### src/rtl/sobr_pkg.sv
// Constants for the observation and burst register bank of the sensor.
// Assumes a single 50 MHz system clock and an 8-bit serial register port.
package sobr_pkg;

    // ------------------------------------------------------------------
    // Register addresses (7-bit serial address space).
    // ------------------------------------------------------------------
    localparam logic [6:0] ADDR_OBSERVATION = 7'h3d;
    localparam logic [6:0] ADDR_INV_PART_ID = 7'h3f;
    localparam logic [6:0] ADDR_PIXEL_DUMP  = 7'h40;
    localparam logic [6:0] ADDR_MOTION_RPT  = 7'h50;
    localparam logic [6:0] ADDR_FW_DOWNLOAD = 7'h60;

    // ------------------------------------------------------------------
    // Observation register layout.
    // ------------------------------------------------------------------
    localparam int         OBS_FW_ACTIVE_BIT = 7;
    localparam int         OBS_PD_PULSE_BIT  = 5;
    localparam int         OBS_FRAME_B_BIT   = 1;
    localparam int         OBS_FRAME_A_BIT   = 0;
    localparam logic [7:0] OBS_IMPL_MASK     = 8'ha3;
    localparam logic [7:0] OBS_RESET         = 8'h00;
    localparam logic [7:0] PORT_RESET        = 8'h00;

    // ------------------------------------------------------------------
    // Burst lengths: one and two-thirds frames of pixels, seven motion
    // bytes.
    // ------------------------------------------------------------------
    localparam int          FRAME_PIXELS     = 900;
    localparam logic [10:0] PIXEL_BURST_LEN  = 11'((FRAME_PIXELS * 5) / 3);
    localparam logic [10:0] MOTION_BURST_LEN = 11'h007;
    localparam logic [10:0] IDX_MAX          = 11'h7ff;

    // ------------------------------------------------------------------
    // Serial framing and download buffer shape.
    // ------------------------------------------------------------------
    localparam logic [2:0] LAST_BIT   = 3'h7;
    localparam int         BYTE_W     = 8;
    localparam int         FIFO_DEPTH = 8;

    // ------------------------------------------------------------------
    // Serial port states.
    // ------------------------------------------------------------------
    typedef enum logic [3:0]
    {
        ST_IDLE  = 4'h1,
        ST_ADDR  = 4'h2,
        ST_RDATA = 4'h4,
        ST_WDATA = 4'h8
    } sobr_state_e;

endpackage

### src/rtl/sobr_fifo.sv
// Small flip-flop FIFO used for the firmware download byte stream.
// Assumes both sides run on the system clock; all outputs registered.
`timescale 1ns/1ps
module sobr_fifo
#(
    parameter int WIDTH = 8,
    parameter int DEPTH = 8
)
(
    input  wire logic             i_clk_sys,
    input  wire logic             i_arst_n,
    input  wire logic [WIDTH-1:0] i_in_data,
    input  wire logic             i_in_valid,
    output logic                  o_in_ready,
    output logic      [WIDTH-1:0] o_out_data,
    output logic                  o_out_valid,
    input  wire logic             i_out_ready
);
    localparam int PW = $clog2(DEPTH);
    localparam int CW = $clog2(DEPTH + 1);
    localparam logic [CW-1:0] FULL = CW'(DEPTH);
    localparam logic [CW-1:0] ONE  = CW'(1);

    logic [WIDTH-1:0] mem_ff [DEPTH];
    logic [WIDTH-1:0] nxt_mem [DEPTH];
    logic [PW-1:0]    wr_ptr_ff;
    logic [PW-1:0]    nxt_wr_ptr;
    logic [PW-1:0]    rd_ptr_ff;
    logic [PW-1:0]    nxt_rd_ptr;
    logic [CW-1:0]    count_ff;
    logic [CW-1:0]    nxt_count;
    logic             push;
    logic             pop;

    // ------------------------------------------------------------------
    // Next-state: head word and flags are precomputed so they leave flops.
    // ------------------------------------------------------------------
    always_comb
    begin
        push       = i_in_valid && o_in_ready;
        pop        = o_out_valid && i_out_ready;
        nxt_wr_ptr = push ? PW'(wr_ptr_ff + 1'b1) : wr_ptr_ff;
        nxt_rd_ptr = pop ? PW'(rd_ptr_ff + 1'b1) : rd_ptr_ff;
        nxt_count  = count_ff;
        if (push && !pop)
        begin
            nxt_count = count_ff + ONE;
        end
        else if (pop && !push)
        begin
            nxt_count = count_ff - ONE;
        end
    end

    // One storage entry per generate step; only the write slot changes.
    genvar g;
    generate
        for (g = 0; g < DEPTH; g++)
        begin : g_entry
            always_comb
            begin
                nxt_mem[g] = (push && wr_ptr_ff == PW'(g)) ? i_in_data
                                                           : mem_ff[g];
            end
            always_ff @(posedge i_clk_sys or negedge i_arst_n)
            begin
                if (!i_arst_n)
                begin
                    mem_ff[g] <= '0;
                end
                else
                begin
                    mem_ff[g] <= nxt_mem[g];
                end
            end
        end
    endgenerate

    // Pointer, count and registered output stage.
    always_ff @(posedge i_clk_sys or negedge i_arst_n)
    begin
        if (!i_arst_n)
        begin
            wr_ptr_ff   <= '0;
            rd_ptr_ff   <= '0;
            count_ff    <= '0;
            o_in_ready  <= 1'b1;
            o_out_valid <= 1'b0;
            o_out_data  <= '0;
        end
        else
        begin
            wr_ptr_ff   <= nxt_wr_ptr;
            rd_ptr_ff   <= nxt_rd_ptr;
            count_ff    <= nxt_count;
            o_in_ready  <= (nxt_count != FULL);
            o_out_valid <= (nxt_count != '0);
            o_out_data  <= nxt_mem[nxt_rd_ptr];
        end
    end

endmodule

### src/rtl/sobr_regs.sv
// Observation flags, inverted part identifier and burst ports of the
// sensor, reached through the four-wire serial port (SPI mode 3).
// Assumes the serial pins are asynchronous and are oversampled by the
// 50 MHz system clock; frame tick and firmware state come from on-chip
// logic on the same clock.
//
// What this block does
// - Observation bits set by processes, sticky until cleared.
// - Bit seven set while running downloaded firmware.
// - Bit five set on power-down pulse.
// - Bits one and zero set every frame.
// - Inverse address returns inverted part identifier.
// - Pixel burst streams one and two-thirds frames.
// - Motion burst streams seven report bytes in order.
// - Firmware bytes stream into download port.
`timescale 1ns/1ps
module sobr_regs
#(
    parameter logic [7:0] PART_IDENTIFIER = 8'h5a // Arbitrary value.
)
(
    input  wire logic        i_clk_sys,
    input  wire logic        i_arst_n,
    input  wire logic        i_ncs_n,
    input  wire logic        i_sclk,
    input  wire logic        i_mosi,
    output logic             o_miso,
    output logic             o_miso_oe_n,
    input  wire logic        i_power_down_n,
    input  wire logic        i_frame_tick,
    input  wire logic        i_firmware_running,
    input  wire logic [7:0]  i_pixel_data,
    output logic             o_pixel_next,
    input  wire logic [7:0]  i_motion_status,
    input  wire logic [7:0]  i_delta_x,
    input  wire logic [7:0]  i_delta_y,
    input  wire logic [7:0]  i_surface_quality,
    input  wire logic [15:0] i_shutter,
    input  wire logic [7:0]  i_max_pixel,
    output logic [7:0]       o_fw_data,
    output logic             o_fw_valid,
    input  wire logic        i_fw_ready,
    output logic             o_load_ready,
    output logic [7:0]       o_observation
);
    import sobr_pkg::*;

    // ------------------------------------------------------------------
    // Pin synchronisers: bit 0 clock, 1 data in, 2 select, 3 power-down.
    // ------------------------------------------------------------------
    logic [3:0]  s1_ff;
    logic [3:0]  s2_ff;
    logic [3:0]  d_ff;
    logic        sclk_rise;
    logic        sclk_fall;
    logic        pd_release;
    logic [7:0]  byte_in;
    logic [7:0]  sh_in_ff;
    logic [7:0]  obs_ff;

    // The first stage feeds only the second; edges come from stage two.
    always_ff @(posedge i_clk_sys or negedge i_arst_n)
    begin
        if (!i_arst_n)
        begin
            s1_ff <= 4'hd;
            s2_ff <= 4'hd;
            d_ff  <= 4'hd;
        end
        else
        begin
            s1_ff <= {i_power_down_n, i_ncs_n, i_mosi, i_sclk};
            s2_ff <= s1_ff;
            d_ff  <= s2_ff;
        end
    end

    assign sclk_rise  = s2_ff[0] && !d_ff[0];
    assign sclk_fall  = !s2_ff[0] && d_ff[0];
    assign pd_release = s2_ff[3] && !d_ff[3];
    assign byte_in    = {sh_in_ff[6:0], s2_ff[1]};

    // ------------------------------------------------------------------
    // Read data selection for single and burst registers.
    // ------------------------------------------------------------------
    function automatic logic [7:0] rd_byte(input logic [6:0]  a,
                                           input logic [10:0] idx);
        logic [7:0] r;
        r = PORT_RESET;
        case (a)
            ADDR_OBSERVATION: r = (idx == '0) ? obs_ff : PORT_RESET;
            ADDR_INV_PART_ID: r = (idx == '0) ? ~PART_IDENTIFIER
                                              : PORT_RESET;
            ADDR_PIXEL_DUMP:  r = (idx < PIXEL_BURST_LEN) ? i_pixel_data
                                                          : PORT_RESET;
            ADDR_MOTION_RPT:
            begin
                case (idx)
                    11'h000: r = i_motion_status;
                    11'h001: r = i_delta_x;
                    11'h002: r = i_delta_y;
                    11'h003: r = i_surface_quality;
                    11'h004: r = i_shutter[15:8];
                    11'h005: r = i_shutter[7:0];
                    11'h006: r = i_max_pixel;
                    default: r = PORT_RESET;
                endcase
            end
            default:          r = PORT_RESET;
        endcase
        return r;
    endfunction

    // ------------------------------------------------------------------
    // Serial port engine.
    // ------------------------------------------------------------------
    sobr_state_e state_ff;
    sobr_state_e nxt_state;
    logic [2:0]  bit_cnt_ff;
    logic [2:0]  nxt_bit_cnt;
    logic [7:0]  nxt_sh_in;
    logic [7:0]  sh_out_ff;
    logic [7:0]  nxt_sh_out;
    logic [6:0]  addr_ff;
    logic [6:0]  nxt_addr;
    logic [10:0] idx_ff;
    logic [10:0] nxt_idx;
    logic        miso_ff;
    logic        nxt_miso;
    logic        oe_n_ff;
    logic        pix_next_ff;
    logic        nxt_pix_next;
    logic        push_ff;
    logic        nxt_push;
    logic        wr_obs_ff;
    logic        nxt_wr_obs;
    logic [7:0]  wdata_ff;
    logic [7:0]  nxt_wdata;
    logic        rd_load;
    logic [6:0]  rd_addr;
    logic [10:0] rd_idx;

    // Bytes complete on the eighth rising edge; read data shifts out on
    // falling edges so the master samples it stable on the next rise.
    // No wait is inserted after the address byte: the first bit is ready
    // before the first falling edge, at the cost of reading live inputs.
    always_comb
    begin
        nxt_state    = state_ff;
        nxt_bit_cnt  = bit_cnt_ff;
        nxt_sh_in    = sh_in_ff;
        nxt_sh_out   = sh_out_ff;
        nxt_addr     = addr_ff;
        nxt_idx      = idx_ff;
        nxt_miso     = miso_ff;
        nxt_pix_next = 1'b0;
        nxt_push     = 1'b0;
        nxt_wr_obs   = 1'b0;
        nxt_wdata    = wdata_ff;
        rd_load      = 1'b0;
        rd_addr      = addr_ff;
        rd_idx       = idx_ff;
        if (s2_ff[2])
        begin
            nxt_state   = ST_IDLE;
            nxt_bit_cnt = '0;
        end
        else
        begin
            if (state_ff == ST_IDLE)
            begin
                nxt_state = ST_ADDR;
            end
            if (sclk_rise && state_ff != ST_IDLE)
            begin
                nxt_bit_cnt = bit_cnt_ff + 3'h1;
                nxt_sh_in   = byte_in;
                if (bit_cnt_ff == LAST_BIT)
                begin
                    case (state_ff)
                        ST_ADDR:
                        begin
                            nxt_addr = byte_in[6:0];
                            if (byte_in[7])
                            begin
                                nxt_state = ST_WDATA;
                            end
                            else
                            begin
                                nxt_state = ST_RDATA;
                                rd_load   = 1'b1;
                                rd_addr   = byte_in[6:0];
                                rd_idx    = '0;
                            end
                        end
                        ST_RDATA:
                        begin
                            rd_load = 1'b1;
                        end
                        ST_WDATA:
                        begin
                            nxt_wdata  = byte_in;
                            nxt_wr_obs = (addr_ff == ADDR_OBSERVATION);
                            nxt_push   = (addr_ff == ADDR_FW_DOWNLOAD);
                        end
                        default:
                        begin
                            nxt_state = ST_IDLE;
                        end
                    endcase
                end
            end
            if (rd_load)
            begin
                nxt_sh_out   = rd_byte(rd_addr, rd_idx);
                nxt_idx      = (rd_idx == IDX_MAX) ? rd_idx
                                                   : rd_idx + 11'h001;
                nxt_pix_next = (rd_addr == ADDR_PIXEL_DUMP)
                               && (rd_idx < PIXEL_BURST_LEN);
            end
            if (sclk_fall && state_ff == ST_RDATA)
            begin
                nxt_miso   = sh_out_ff[7];
                nxt_sh_out = {sh_out_ff[6:0], 1'b0};
            end
        end
    end

    always_ff @(posedge i_clk_sys or negedge i_arst_n)
    begin
        if (!i_arst_n)
        begin
            state_ff    <= ST_IDLE;
            bit_cnt_ff  <= '0;
            sh_in_ff    <= PORT_RESET;
            sh_out_ff   <= PORT_RESET;
            addr_ff     <= '0;
            idx_ff      <= '0;
            miso_ff     <= 1'b0;
            oe_n_ff     <= 1'b1;
            pix_next_ff <= 1'b0;
            push_ff     <= 1'b0;
            wr_obs_ff   <= 1'b0;
            wdata_ff    <= PORT_RESET;
        end
        else
        begin
            state_ff    <= nxt_state;
            bit_cnt_ff  <= nxt_bit_cnt;
            sh_in_ff    <= nxt_sh_in;
            sh_out_ff   <= nxt_sh_out;
            addr_ff     <= nxt_addr;
            idx_ff      <= nxt_idx;
            miso_ff     <= nxt_miso;
            oe_n_ff     <= s2_ff[2];
            pix_next_ff <= nxt_pix_next;
            push_ff     <= nxt_push;
            wr_obs_ff   <= nxt_wr_obs;
            wdata_ff    <= nxt_wdata;
        end
    end

    // ------------------------------------------------------------------
    // Observation flags: a hardware set always beats a software clear.
    // ------------------------------------------------------------------
    logic [7:0] nxt_obs;
    logic [7:0] obs_set;

    always_comb
    begin
        obs_set                    = 8'h00;
        obs_set[OBS_FW_ACTIVE_BIT] = i_firmware_running;
        obs_set[OBS_PD_PULSE_BIT]  = pd_release;
        obs_set[OBS_FRAME_B_BIT]   = i_frame_tick;
        obs_set[OBS_FRAME_A_BIT]   = i_frame_tick;
        nxt_obs = wr_obs_ff ? (wdata_ff & OBS_IMPL_MASK) : obs_ff;
        nxt_obs = (nxt_obs | obs_set) & OBS_IMPL_MASK;
    end

    always_ff @(posedge i_clk_sys or negedge i_arst_n)
    begin
        if (!i_arst_n)
        begin
            obs_ff <= OBS_RESET;
        end
        else
        begin
            obs_ff <= nxt_obs;
        end
    end

    // ------------------------------------------------------------------
    // Firmware download buffer; a byte offered while full is lost, so
    // the master must watch the load-ready output.
    // ------------------------------------------------------------------
    sobr_fifo #(.WIDTH(BYTE_W), .DEPTH(FIFO_DEPTH)) u_fw_fifo
    (
        .i_clk_sys   (i_clk_sys),
        .i_arst_n    (i_arst_n),
        .i_in_data   (wdata_ff),
        .i_in_valid  (push_ff),
        .o_in_ready  (o_load_ready),
        .o_out_data  (o_fw_data),
        .o_out_valid (o_fw_valid),
        .i_out_ready (i_fw_ready)
    );

    assign o_miso        = miso_ff;
    assign o_miso_oe_n   = oe_n_ff;
    assign o_pixel_next  = pix_next_ff;
    assign o_observation = obs_ff;
endmodule

### config.mk
export PLATFORM = sky130hd
export DESIGN_NAME = sobr_regs
export DESIGN_NICKNAME = d
export VERILOG_FILES = /design/src/rtl/sobr_pkg.sv /design/src/rtl/sobr_fifo.sv /design/src/rtl/sobr_regs.sv
export SDC_FILE = /design/constraint.sdc
export NUM_CORES = 1
export LEC_CHECK = 0
export BUFFER_PORTS_ARGS = -buffer_cell sky130_fd_sc_hd__buf_2
export CAP_MARGIN = 30
export CORE_ASPECT_RATIO = 0.6
export CORE_MARGIN = 3
export CORE_UTILIZATION = 63
export DETAILED_ROUTE_END_ITERATION = 12
export PLACE_DENSITY = 0.85
export SLEW_MARGIN = 20
export SYNTH_ARGS = -nofsm -noshare
export SYNTH_HDL_FRONTEND = slang
export SYNTH_SLANG_ARGS = --single-unit
### constraint.sdc
create_clock -name i_clk_sys -period 5.3 [get_ports i_clk_sys]
set_input_delay 1.06 -clock i_clk_sys [delete_from_list [all_inputs] [get_ports i_clk_sys]]
set_output_delay 1.06 -clock i_clk_sys [all_outputs]
set_load 0.01 [all_outputs]
Word-level counts from Yosys, hierarchy flattened
Index checks and enable logic that the tools add are counted.

Equal/unequal tests: 27. Bitwise gates (word level): 3. Mux-type cells: 56. Reduce and logical (&&, ||, !) cells: 35. Order comparisons: 2. Add/sub/neg operators: 6.

Operators with widths (count): 8-bit 2-to-1 mux (16); 11-bit 2-to-1 mux (6); 8-bit case mux with 7 select lines (1); 7-bit 2-to-1 mux (5); 11-bit by 3-bit == test with 1-bit output (second input constant) (3); 8-bit case mux with 4 select lines (1); 4-bit 2-to-1 mux (7); 8-bit binary-select mux with 3-bit select (1); 11-bit by 2-bit == test with 1-bit output (second input constant) (2); 7-bit by 6-bit == test with 1-bit output (second input constant) (3); 7-bit == test (second input constant) (3); 1-bit logical AND (18); 3-bit == test (second input constant) (5); 1-bit 2-to-1 mux (14); 11-bit by 1-bit adder with 11-bit output (second input constant) (1); 11-bit by 1-bit == test with 1-bit output (second input constant) (1); 11-bit == test (second input constant) (1); 11-bit logical NOT (1); 11-bit < comparator (second input constant) (1); 3-bit by 1-bit adder with 3-bit output (second input constant) (3); 3-bit 2-to-1 mux (3); 8-bit OR (1); 4-bit case mux with 2 select lines (1); 2-bit AND reduction (4); 20 further kinds (27).

Flip-flop bits (word level): 153. Input port bits: 73. Output and inout port bits: 21. Logic and storage cells: 159.

Depth between registers and ports, before layout
Gate-level depths: netlist of run 1.

Depth in word-level cells: 10. Depth in mapped cells: 10. Depth with buffers taken out: 8.

By module
A second synthesis of run 1 with hierarchy kept.

Cell total of the unflattened synthesis: 643. Area, all modules: 7704.9 µm².

Modules (own cells, without submodules): sobr_fifo (seq. area each 2103.3 µm², times used 1, cells each 285, area an instance 3956.3 µm²); sobr_regs (seq. area each 1689.1 µm², times used 1, cells each 358, area an instance 3748.6 µm²).

Worst setup path after synthesis of run 1
No wires, ideal clock.

Kind: in2reg. From: input i_fw_ready. To: register u_fw_fifo.o_out_data[5]. Data arrival time: 2.564 ns. Data required time: 5.175 ns. Slack: 2.612 ns. Stages: 6. Library setup time: 0.125 ns. Cells stage by stage: and3b_1 -> nor2_1 -> mux2_2 -> o221ai_1 -> mux2i_1 -> mux2_2.

Word-level cells in the longest chain between the ends: 6.

RTL lines: start: declaration (RTL line sobr_regs.sv:42) `input wire logic i_fw_ready,`; 1-bit logical AND (RTL line sobr_fifo.sv:41) `pop = o_out_valid && i_out_ready;`; 3-bit 2-to-1 mux (RTL line sobr_fifo.sv:43) `nxt_rd_ptr = pop ? PW'(rd_ptr_ff + 1'b1) : rd_ptr_ff;`; 3-bit NOT with 4-bit output (implied by the code) (RTL line sobr_fifo.sv:98) `o_out_data <= nxt_mem[nxt_rd_ptr];`; 8-bit binary-select mux with 3-bit select (RTL line sobr_fifo.sv:98); 8-bit 2-to-1 mux (implied by the code) (2 in series) (RTL line sobr_fifo.sv:98); end signal: assignment (RTL line sobr_fifo.sv:98); end: declaration (RTL line sobr_fifo.sv:15) `output logic [WIDTH-1:0] o_out_data,`.

Every way passes these cells. The select of a mux whose other input is x is not followed. A chain may end at the register's enable or synchronous reset.

Worst setup path after layout of run 1
From: register u_fw_fifo.wr_ptr_ff[0]. To: register u_fw_fifo.o_out_data[5].

Word-level cells in the longest chain between the ends: 6.

RTL lines: start: declaration (RTL line sobr_fifo.sv:26) `logic [PW-1:0] wr_ptr_ff;`; start signal: assignment (RTL line sobr_fifo.sv:93) `wr_ptr_ff <= nxt_wr_ptr;`; 3-bit == test, or another cell as far along (RTL line sobr_fifo.sv:62) `nxt_mem[g] = (push && wr_ptr_ff == PW'(g)) ? i_in_data`; 1-bit logical AND (RTL line sobr_fifo.sv:62); 8-bit 2-to-1 mux (RTL line sobr_fifo.sv:62); 8-bit binary-select mux with 3-bit select (*) (RTL line sobr_fifo.sv:98); 8-bit 2-to-1 mux (implied by the code) (*) (2 in series) (RTL line sobr_fifo.sv:98).

Mark *: on every way between the ends. The rest lies on a longest branch, timed or not. The select of a mux whose other input is x is not followed.

==> flow_summary_export.csv, run 1 <==
group,metric,value,unit
pwr,internal_power,2.47,mW
global_routing,grt.total_usage,31.3,%
placed_design,hpwl,14600,um
timing,period_needed,2900,ps
timing,maxSlewViolCount,0,
clock_network,cts_tree,"done",
timing,finalSetupViolCount,0,
timing,finalSetupTns,0,ps
synthesis,ys_ff_latch,151,
cells_and_area,layout.nets,868,
floorplanning,die_x,150,um
synthesis,ys.flop_type,"dfrtp_1",
pwr,power.density,396,mW/mm^2
global_routing,grt_max_degree,108,
placed_design,port_buffers,89,
routing,route.vias.total,6531,
worst_setup_path,crit_family,"simple AND/OR/NAND/NOR gates",
worst_setup_path,startpoint_type,"flop",
timing,fin_worst_skew,15.7,ps
worst_setup_path,end_kind,"flop",
timing,finalCritPeriodShare,54.6,%
clock_network,cts_buffers,17,
pwr,power_frac_seq,37.5,%
clock_network,htreeDepth,4,
floorplanning,ios,94,
worst_setup_path,path_max_fanout,10,
floorplanning,core_area,0.0117,mm^2
synthesis,synth.avg_cell_area,11.2,um^2
timing,hold_slack,344,ps
cells_and_area,n_fill_cell,742,
clock_network,root_buffer,"clkbuf_16",
synthesis,async_flop_share,100,%
routing,drt_iter0_drc,771,
routing,wl_per_cell,22.2,um
synthesis,synth_warnings,0,
floorplanning,num_rows,30,
synthesis,synth-edff-count,0,
routing,final_antenna_net_count,0,
global_routing,grt_pass1_vias,6264,
timing,worstMarginPinSlew,897,ps
worst_setup_path,max_stage_delay,510,ps
global_routing,grt_first_pass_wirelength,33600,um
worst_setup_path,critPathArrivalTime,3200,ps
clock_network,clk_latency,430,ps
timing,grt_setup_unrepaired,"false",
cells_and_area,syn_to_final_growth,15.0,%
pwr,swShare,30.9,%
floorplanning,die-area,0.0139,mm^2
floorplanning,die_h,92.4,um
routing,drt_pass1_iterations,6,
clock_network,postCtsSetupBuffers,0,
timing,slew_headroom,39.6,%
timing,hold_violations,0,
clock_network,ctsResizeCount,0,
pwr,pwr-share-comb,27.3,%
pwr,pwr-share-clk,35.2,%
clock_network,holdBufCountCts,0,
cells_and_area,drive_above_1_share,35.9,%
worst_setup_path,crit_path_frequent_cell,"ha_1",
routing,wl,21300,um
worst_setup_path,critPathRequiredTime,5610,ps
clock_network,cts_buffer_depth,2,
clock_network,clkTransAtPathRegs,70,ps
synthesis,netlist_instances,702,
cells_and_area,diodes,0,
cells_and_area,final_common_cell,"dfrtp_1",
placed_design,gp_congestion,0.947,
global_routing,antenna_found_initial,1,
global_routing,gr-total-overflow,0,
status,status,"complete, no violations",
pwr,cellLeakagePower,4.19,nW
floorplanning,start_util,66.9,%
synthesis,syn_area,0.00784,mm^2
cells_and_area,layout_common_cells,"dfrtp_1, mux2_2, buf_2",
routing,vias_per_cell,6.82,
synthesis,ys_types,70,
pwr,irDropWorstVdd,0.000236,V
routing,drc,0,
worst_setup_path,crit_path_top_delay_cell,"o21ai_0",
worst_hold_path,hold_path_class,"flop to flop",
job,cap_violations,0,
synthesis,seq_area_frac_synth,48.4,%
clock_network,clock_sinks,151,
worst_setup_path,crit_chain,"ha_1 > ha_1 > nand3_1 > o21ai_0 > or2_2 > o221ai_1 > mux2i_1 > mux2_2",
worst_setup_path,path_buf_inv,0,
worst_setup_path,path_class,"flop to flop",
pwr,power.switching,1.10,mW
timing,fmax,345,MHz
## power by group through the flow
stage | combinational [mW] | sequential [mW] | clock [mW]
after floorplan | 0.668 | 1.34 | 0
after global placement | 0.864 | 1.35 | 0
after detailed placement | 0.915 | 1.36 | 0
after CTS | 0.944 | 1.34 | 1.26
after global routing | 1.05 | 1.35 | 1.32
final | 0.974 | 1.34 | 1.26
## state kept, by name (all words and copies together), names as in the netlist, 3 cells and up
register              count
addr_ff                   7
u_fw_fifo.count_ff        4
u_fw_fifo.mem_ff         64
bit_cnt_ff                3
o_observation             4
s1_ff                     4
wdata_ff                  8
s2_ff                     4
u_fw_fifo.o_out_data      8
sh_out_ff                 8
sh_in_ff                  7
u_fw_fifo.rd_ptr_ff       3
state_ff                  4
d_ff                      3
u_fw_fifo.wr_ptr_ff       3
idx_ff                   11
## stage by stage
stage / instances / utilization, % / setup WS (ps) / instance area [um^2] / total power, mW
floorplan: 705 / - / 2610 / 7850 / 2.00
global placement: 920 / 71.3 / 2310 / 8350 / 2.21
detailed placement: 920 / 71.3 / 2140 / 8350 / 2.27
CTS: 952 / 76.5 / 2350 / 8960 / 3.54
global route: 957 / 77.0 / 2300 / 9010 / 3.72
finish: 957 / 77.0 / 2400 / 9010 / 3.57
## synth_stat cells, types with 4 or more instances
master    instances  area, um^2
o211ai_1          5        37.5
a31oi_1          10        62.6
mux2_2           97        1090
nand2_1          45         169
xnor2_1           5        43.8
a22oi_1           5        37.5
and2_1            5        31.3
o21ai_0          19        95.1
nor2b_1           7        43.8
o22ai_1          10        62.6
mux2i_1          35         350
inv_1            17        63.8
dfrtp_1         140        3500
or2_2            33         206
nand3_1          17        85.1
a21oi_1          20         100
o31ai_1           4        30.0
nor4_1            4        25.0
nor3b_1           4        30.0
a31o_2            5        43.8
nand2b_1          4        25.0
nor2_1           27         101
o221ai_1         33         289
nand4_1          13        81.3
buf_4             4        30.0
nor3_1           17        85.1
dfstp_2          11         289
ha_1             11         138
clkbuf_1         24        90.1
buf_1             5        18.8
## worst paths after layout
kind                                   startpoint                       to  slack, ps  cells past startpoint
setup / recovery           u_fw_fifo.wr_ptr_ff[0]  u_fw_fifo.o_out_data[5]       2400                      8
hold / removal                           s1_ff[1]                 s2_ff[1]        340                      0
setup reg to reg           u_fw_fifo.wr_ptr_ff[0]  u_fw_fifo.o_out_data[5]       2400                      8
hold reg to reg                          s1_ff[1]                 s2_ff[1]        340                      0
max in group asynchronous                i_arst_n               addr_ff[6]       3510                      3
min in group asynchronous                i_arst_n   u_fw_fifo.wr_ptr_ff[0]        500                      1
## final cells by class
class / count / area [um^2] / area share, %
Clock inverter: 13 / 170 / 1.89
Inverter: 18 / 67.6 / 0.750
Sequential cell: 151 / 3790 / 42.1
Clock buffer: 19 / 443 / 4.91
Timing Repair Buffer: 99 / 542 / 6.01
Multi-Input combinational cell: 497 / 3800 / 42.1
Tap cell: 160 / 200 / 2.22
## metal layers
metal,GRT usage (%),vias to the layer above,routed length [um]
li1,-,2793,-
met1,46.9,3238,9320
met2,43.8,450,9230
met3,9.29,48,2360
met4,9.74,2,333
met5,0,-,13
## cell families (layout without fill, tap and decap cells)
logic type	Yosys count	in the layout	share of synthesized area, %
simple gates	200	200	13.9
flops	151	151	48.4
compound gates	142	142	13.2
mux	133	133	18.7
buf+inv	57	149	3.26
fa+ha+maj	11	11	1.76
xor+xnor	7	7	0.783
other cells	1	4	0.0479
Power figures use the tool's default switching activity.
==> run 2, diff against run 1 <==
- ABC_AREA: unset -> 1
- CORE_UTILIZATION: 63 -> 59
- PLACE_DENSITY: 0.85 -> 0.81
- clock period: 5.3 -> 2.7 ns (I/O delays scaled with it)
==> run 2 against run 1 <==
Routed wire length fell by 3.5%. Fmax rose by 12%. Worst hold slack got worse by 330 ps. Highest routed layer is now met4. Synthesized cell count rose by 38%. Clock power rose by 87%. Largest cell class is now sequential cells.
==> flow_summary_export.csv, run 2 <==
group,metric,value,unit
worst_setup_path,max_stage_delay,600,ps
floorplanning,die_x,154,um
floorplanning,num_rows,31,
cells_and_area,largest_register_ffs,64,
floorplanning,ios,94,
global_routing,antenna_found_initial,0,
worst_setup_path,end_kind,"flop",
status,status,"complete, no violations",
routing,drt_iter0_drc,770,
pwr,internal_power,4.43,mW
routing,wl,20500,um
worst_setup_path,path_class,"flop to flop",
worst_setup_path,critPathArrivalTime,2940,ps
synthesis,netlist_instances,970,
synthesis,synthAdderAreaFrac,1.77,%
global_routing,grt-busiest-layer,"met1",
cells_and_area,diodes,0,
pwr,pwr-share-clk,35.1,%
clock_network,cts_buffer_depth,2,
clock_network,clkTransAtPathRegs,70,ps
cells_and_area,top_regs,"u_fw_fifo.mem_ff x64, idx_ff x11",
synthesis,synth_common_cells,"nand2_1, dfrtp_1, nor2_1",
worst_hold_path,hold_path_class,"input pin to asynchronous set/reset pin",
cells_and_area,syn_to_final_growth,18.4,%
timing,finalCritPeriodShare,95.9,%
cells_and_area,layout_common_cells,"nand2_1, dfrtp_1, nor2_1",
routing,drc,0,
worst_setup_path,crit_path_top_delay_cell,"dfstp_2",
synthesis,yosysMostFrequentCell,"nand2_1",
synthesis,synth_top_area_cell,"dfrtp_1",
synthesis,ys.flop_type,"dfrtp_1",
floorplanning,die_h,94.9,um
clock_network,clk_latency,420,ps
placed_design,dpl_worst_slack,75.3,ps
synthesis,synth-compound-area-share,14.8,%
placed_design,dp.cells,1222,
global_routing,grt_first_pass_wirelength,32800,um
global_routing,grt.total_usage,28.1,%
placed_design,hpwl,14100,um
synthesis,synth_top_area_share,45.1,%
placed_design,gp_congestion,0.948,
timing,finalSetupViolCount,0,
pwr,pwr-share-comb,26.8,%
global_routing,use_met2,37.9,%
synthesis,synth_mux_area_share,0.419,%
synthesis,synthSimpleGateAreaFrac,25.5,%
timing,maxSlewViolCount,0,
synthesis,async_flop_share,100,%
global_routing,grt_use_met3,7.05,%
timing,hold_violations,0,
clock_network,root_buffer,"clkbuf_16",
timing,fmax,386,MHz
routing,drt_pass1_iterations,6,
cells_and_area,layoutNonFillerInstCount,1258,
worst_setup_path,crit_family,"simple AND/OR/NAND/NOR gates",
clock_network,cts_buffers,17,
synthesis,ys_ff_latch,151,
job,cap_violations,0,
clock_network,clock_sinks,151,
pwr,power.switching,2.30,mW
synthesis,synth-edff-count,0,
clock_network,htreeDepth,4,
worst_setup_path,path_max_fanout,10,
global_routing,grt.met1_usage,45.4,%
global_routing,gr-total-overflow,0,
cells_and_area,layout.nets,1164,
floorplanning,die-area,0.0146,mm^2
routing,wl_per_cell,16.3,um
timing,period_needed,2590,ps
pwr,irDropWorstVdd,0.000499,V
worst_setup_path,critPathRequiredTime,3050,ps
worst_setup_path,startpoint_type,"flop",
synthesis,synth_top_family_by_area,"simple AND/OR/NAND/NOR gates",
pwr,swShare,34.1,%
clock_network,cts_tree,"done",
pwr,power.density,732,mW/mm^2
cells_and_area,regMostFlops,"u_fw_fifo.mem_ff",
synthesis,synth_warnings,0,
routing,final_antenna_net_count,0,
synthesis,ys_types,50,
global_routing,grt_pass1_vias,6382,
timing,fin_worst_skew,9.37,ps
timing,grt_setup_unrepaired,"true",
cells_and_area,final_common_cell,"nand2_1",
routing,route.vias.total,7105,
synthesis,syn_area,0.00777,mm^2
placed_design,port_buffers,89,
synthesis,yosys-top-cells-area,"dfrtp_1, nand2_1, o21ai_0",
worst_setup_path,path_buf_inv,2,
floorplanning,core_area,0.0125,mm^2
cells_and_area,drive_above_1_share,19.9,%
routing,vias_per_cell,5.65,
global_routing,grt_max_degree,61,
floorplanning,start_util,62.4,%
synthesis,seq_area_frac_synth,48.8,%
worst_setup_path,crit_chain,"inv_1 > nor2_2 > nand2_2 > nand3_4 > nor2_4 > nor2_4 > nand2_2 > nor3_4 > nand3_2 > nor2_2 > nand2_1 > nand2_4 > inv_2 > nand2_1 > xor2_1",
pwr,cellLeakagePower,4.61,nW
synthesis,synthXorXnorAreaFrac,1.35,%
pwr,power_frac_seq,38.0,%
synthesis,synth.avg_cell_area,8.01,um^2
timing,fin_ws,111,ps
==> run 2: changes by cell type in the layout (fill, tap and decap cells not counted), moves of 13 or more <==
cell      previous run  this run
mux2_2              97         2
buf_4                6        24
nand2_1             45       216
mux2i_1             35         1
nor2_1              27       118
o21ai_0             18       105
a21oi_1             20        33
inv_1               17       103
nand3_1             17        58
o221ai_1            33         2
or2_2               33         0
==> run 2: final timing paths <==
check | from | endpoint | slack [ps] | cells past startpoint
setup / recovery | state_ff[0] | idx_ff[8] | 110 | 15
hold / removal | i_arst_n | u_fw_fifo.count_ff[2] | 20 | 1
setup reg to reg | state_ff[0] | idx_ff[8] | 110 | 15
hold reg to reg | s1_ff[1] | s2_ff[1] | 360 | 0
max in group asynchronous | i_arst_n | d_ff[0] | 2000 | 2
min in group i_clk_sys | i_sclk | s1_ff[0] | 210 | 1
==> run 2: cell type report <==
type	count	area, um^2
tap	165	206
multi-input combinational	683	3510
fill	920	3250
clock inverter	14	151
timing repair buffer	116	692
sequential	151	3790
inverter	111	417
clock buffer	18	429
==> run 2: stage by stage <==
stage	power (mW)	util [%]	setup TNS (ps)	area (um^2)	hold slack, ps
after floorplan	3.67	-	0	7780	244
after global placement	4.34	68.4	0	8510	335
after detailed placement	4.34	68.4	0	8510	341
after CTS	6.72	73.0	0	9090	31.8
after global routing	7.06	73.9	-94.1	9200	45.5
final	6.73	73.9	0	9200	16.6
==> run 2: worst register-to-register path: stages (launching register included) <==
cell,delay [ps]
dfstp_2,600
inv_1,60
nor2_2,140
nand2_2,110
nand3_4,220
nor2_4,130
nor2_4,170
nand2_2,150
nor3_4,210
nand3_2,140
nor2_2,130
nand2_1,100
nand2_4,110
inv_2,50
nand2_1,80
xor2_1,140
==> run 2: kinds of logic (layout without fill, tap and decap cells) <==
logic type               after synthesis  after routing
adder cells (fa/ha/maj)               11             11
other                                  1              4
flip-flops                           151            151
XOR/XNOR                              12             12
AO/OA/AOI/OAI                        200            200
AND/OR/NAND/NOR                      451            453
multiplexers                           3              3
buffers and inverters                141            259
==> run 2: power groups by stage <==
stage / sequential (mW) / combinational, mW / clock, mW
CTS: 2.56 / 1.78 / 2.38
global placement: 2.59 / 1.75 / 0
global route: 2.58 / 2.01 / 2.48
floorplan: 2.60 / 1.07 / 0
detailed placement: 2.59 / 1.75 / 0
finish: 2.56 / 1.81 / 2.36
==> run 2: what timing repair did <==
item                                    in CTS  in global routing
buffers inserted                             0                  2
hold buffers                                 0                  0
gates resized for setup                      0                 16
endpoints found under the setup margin       0                 13
==> run 2: layer usage <==
layer	wire length, um	share of wire, %	vias up
li1	-	-	3368
met1	9820	48	3357
met2	8410	41	357
met3	2090	10	23
met4	176	0.86	0
met5	0	0	-
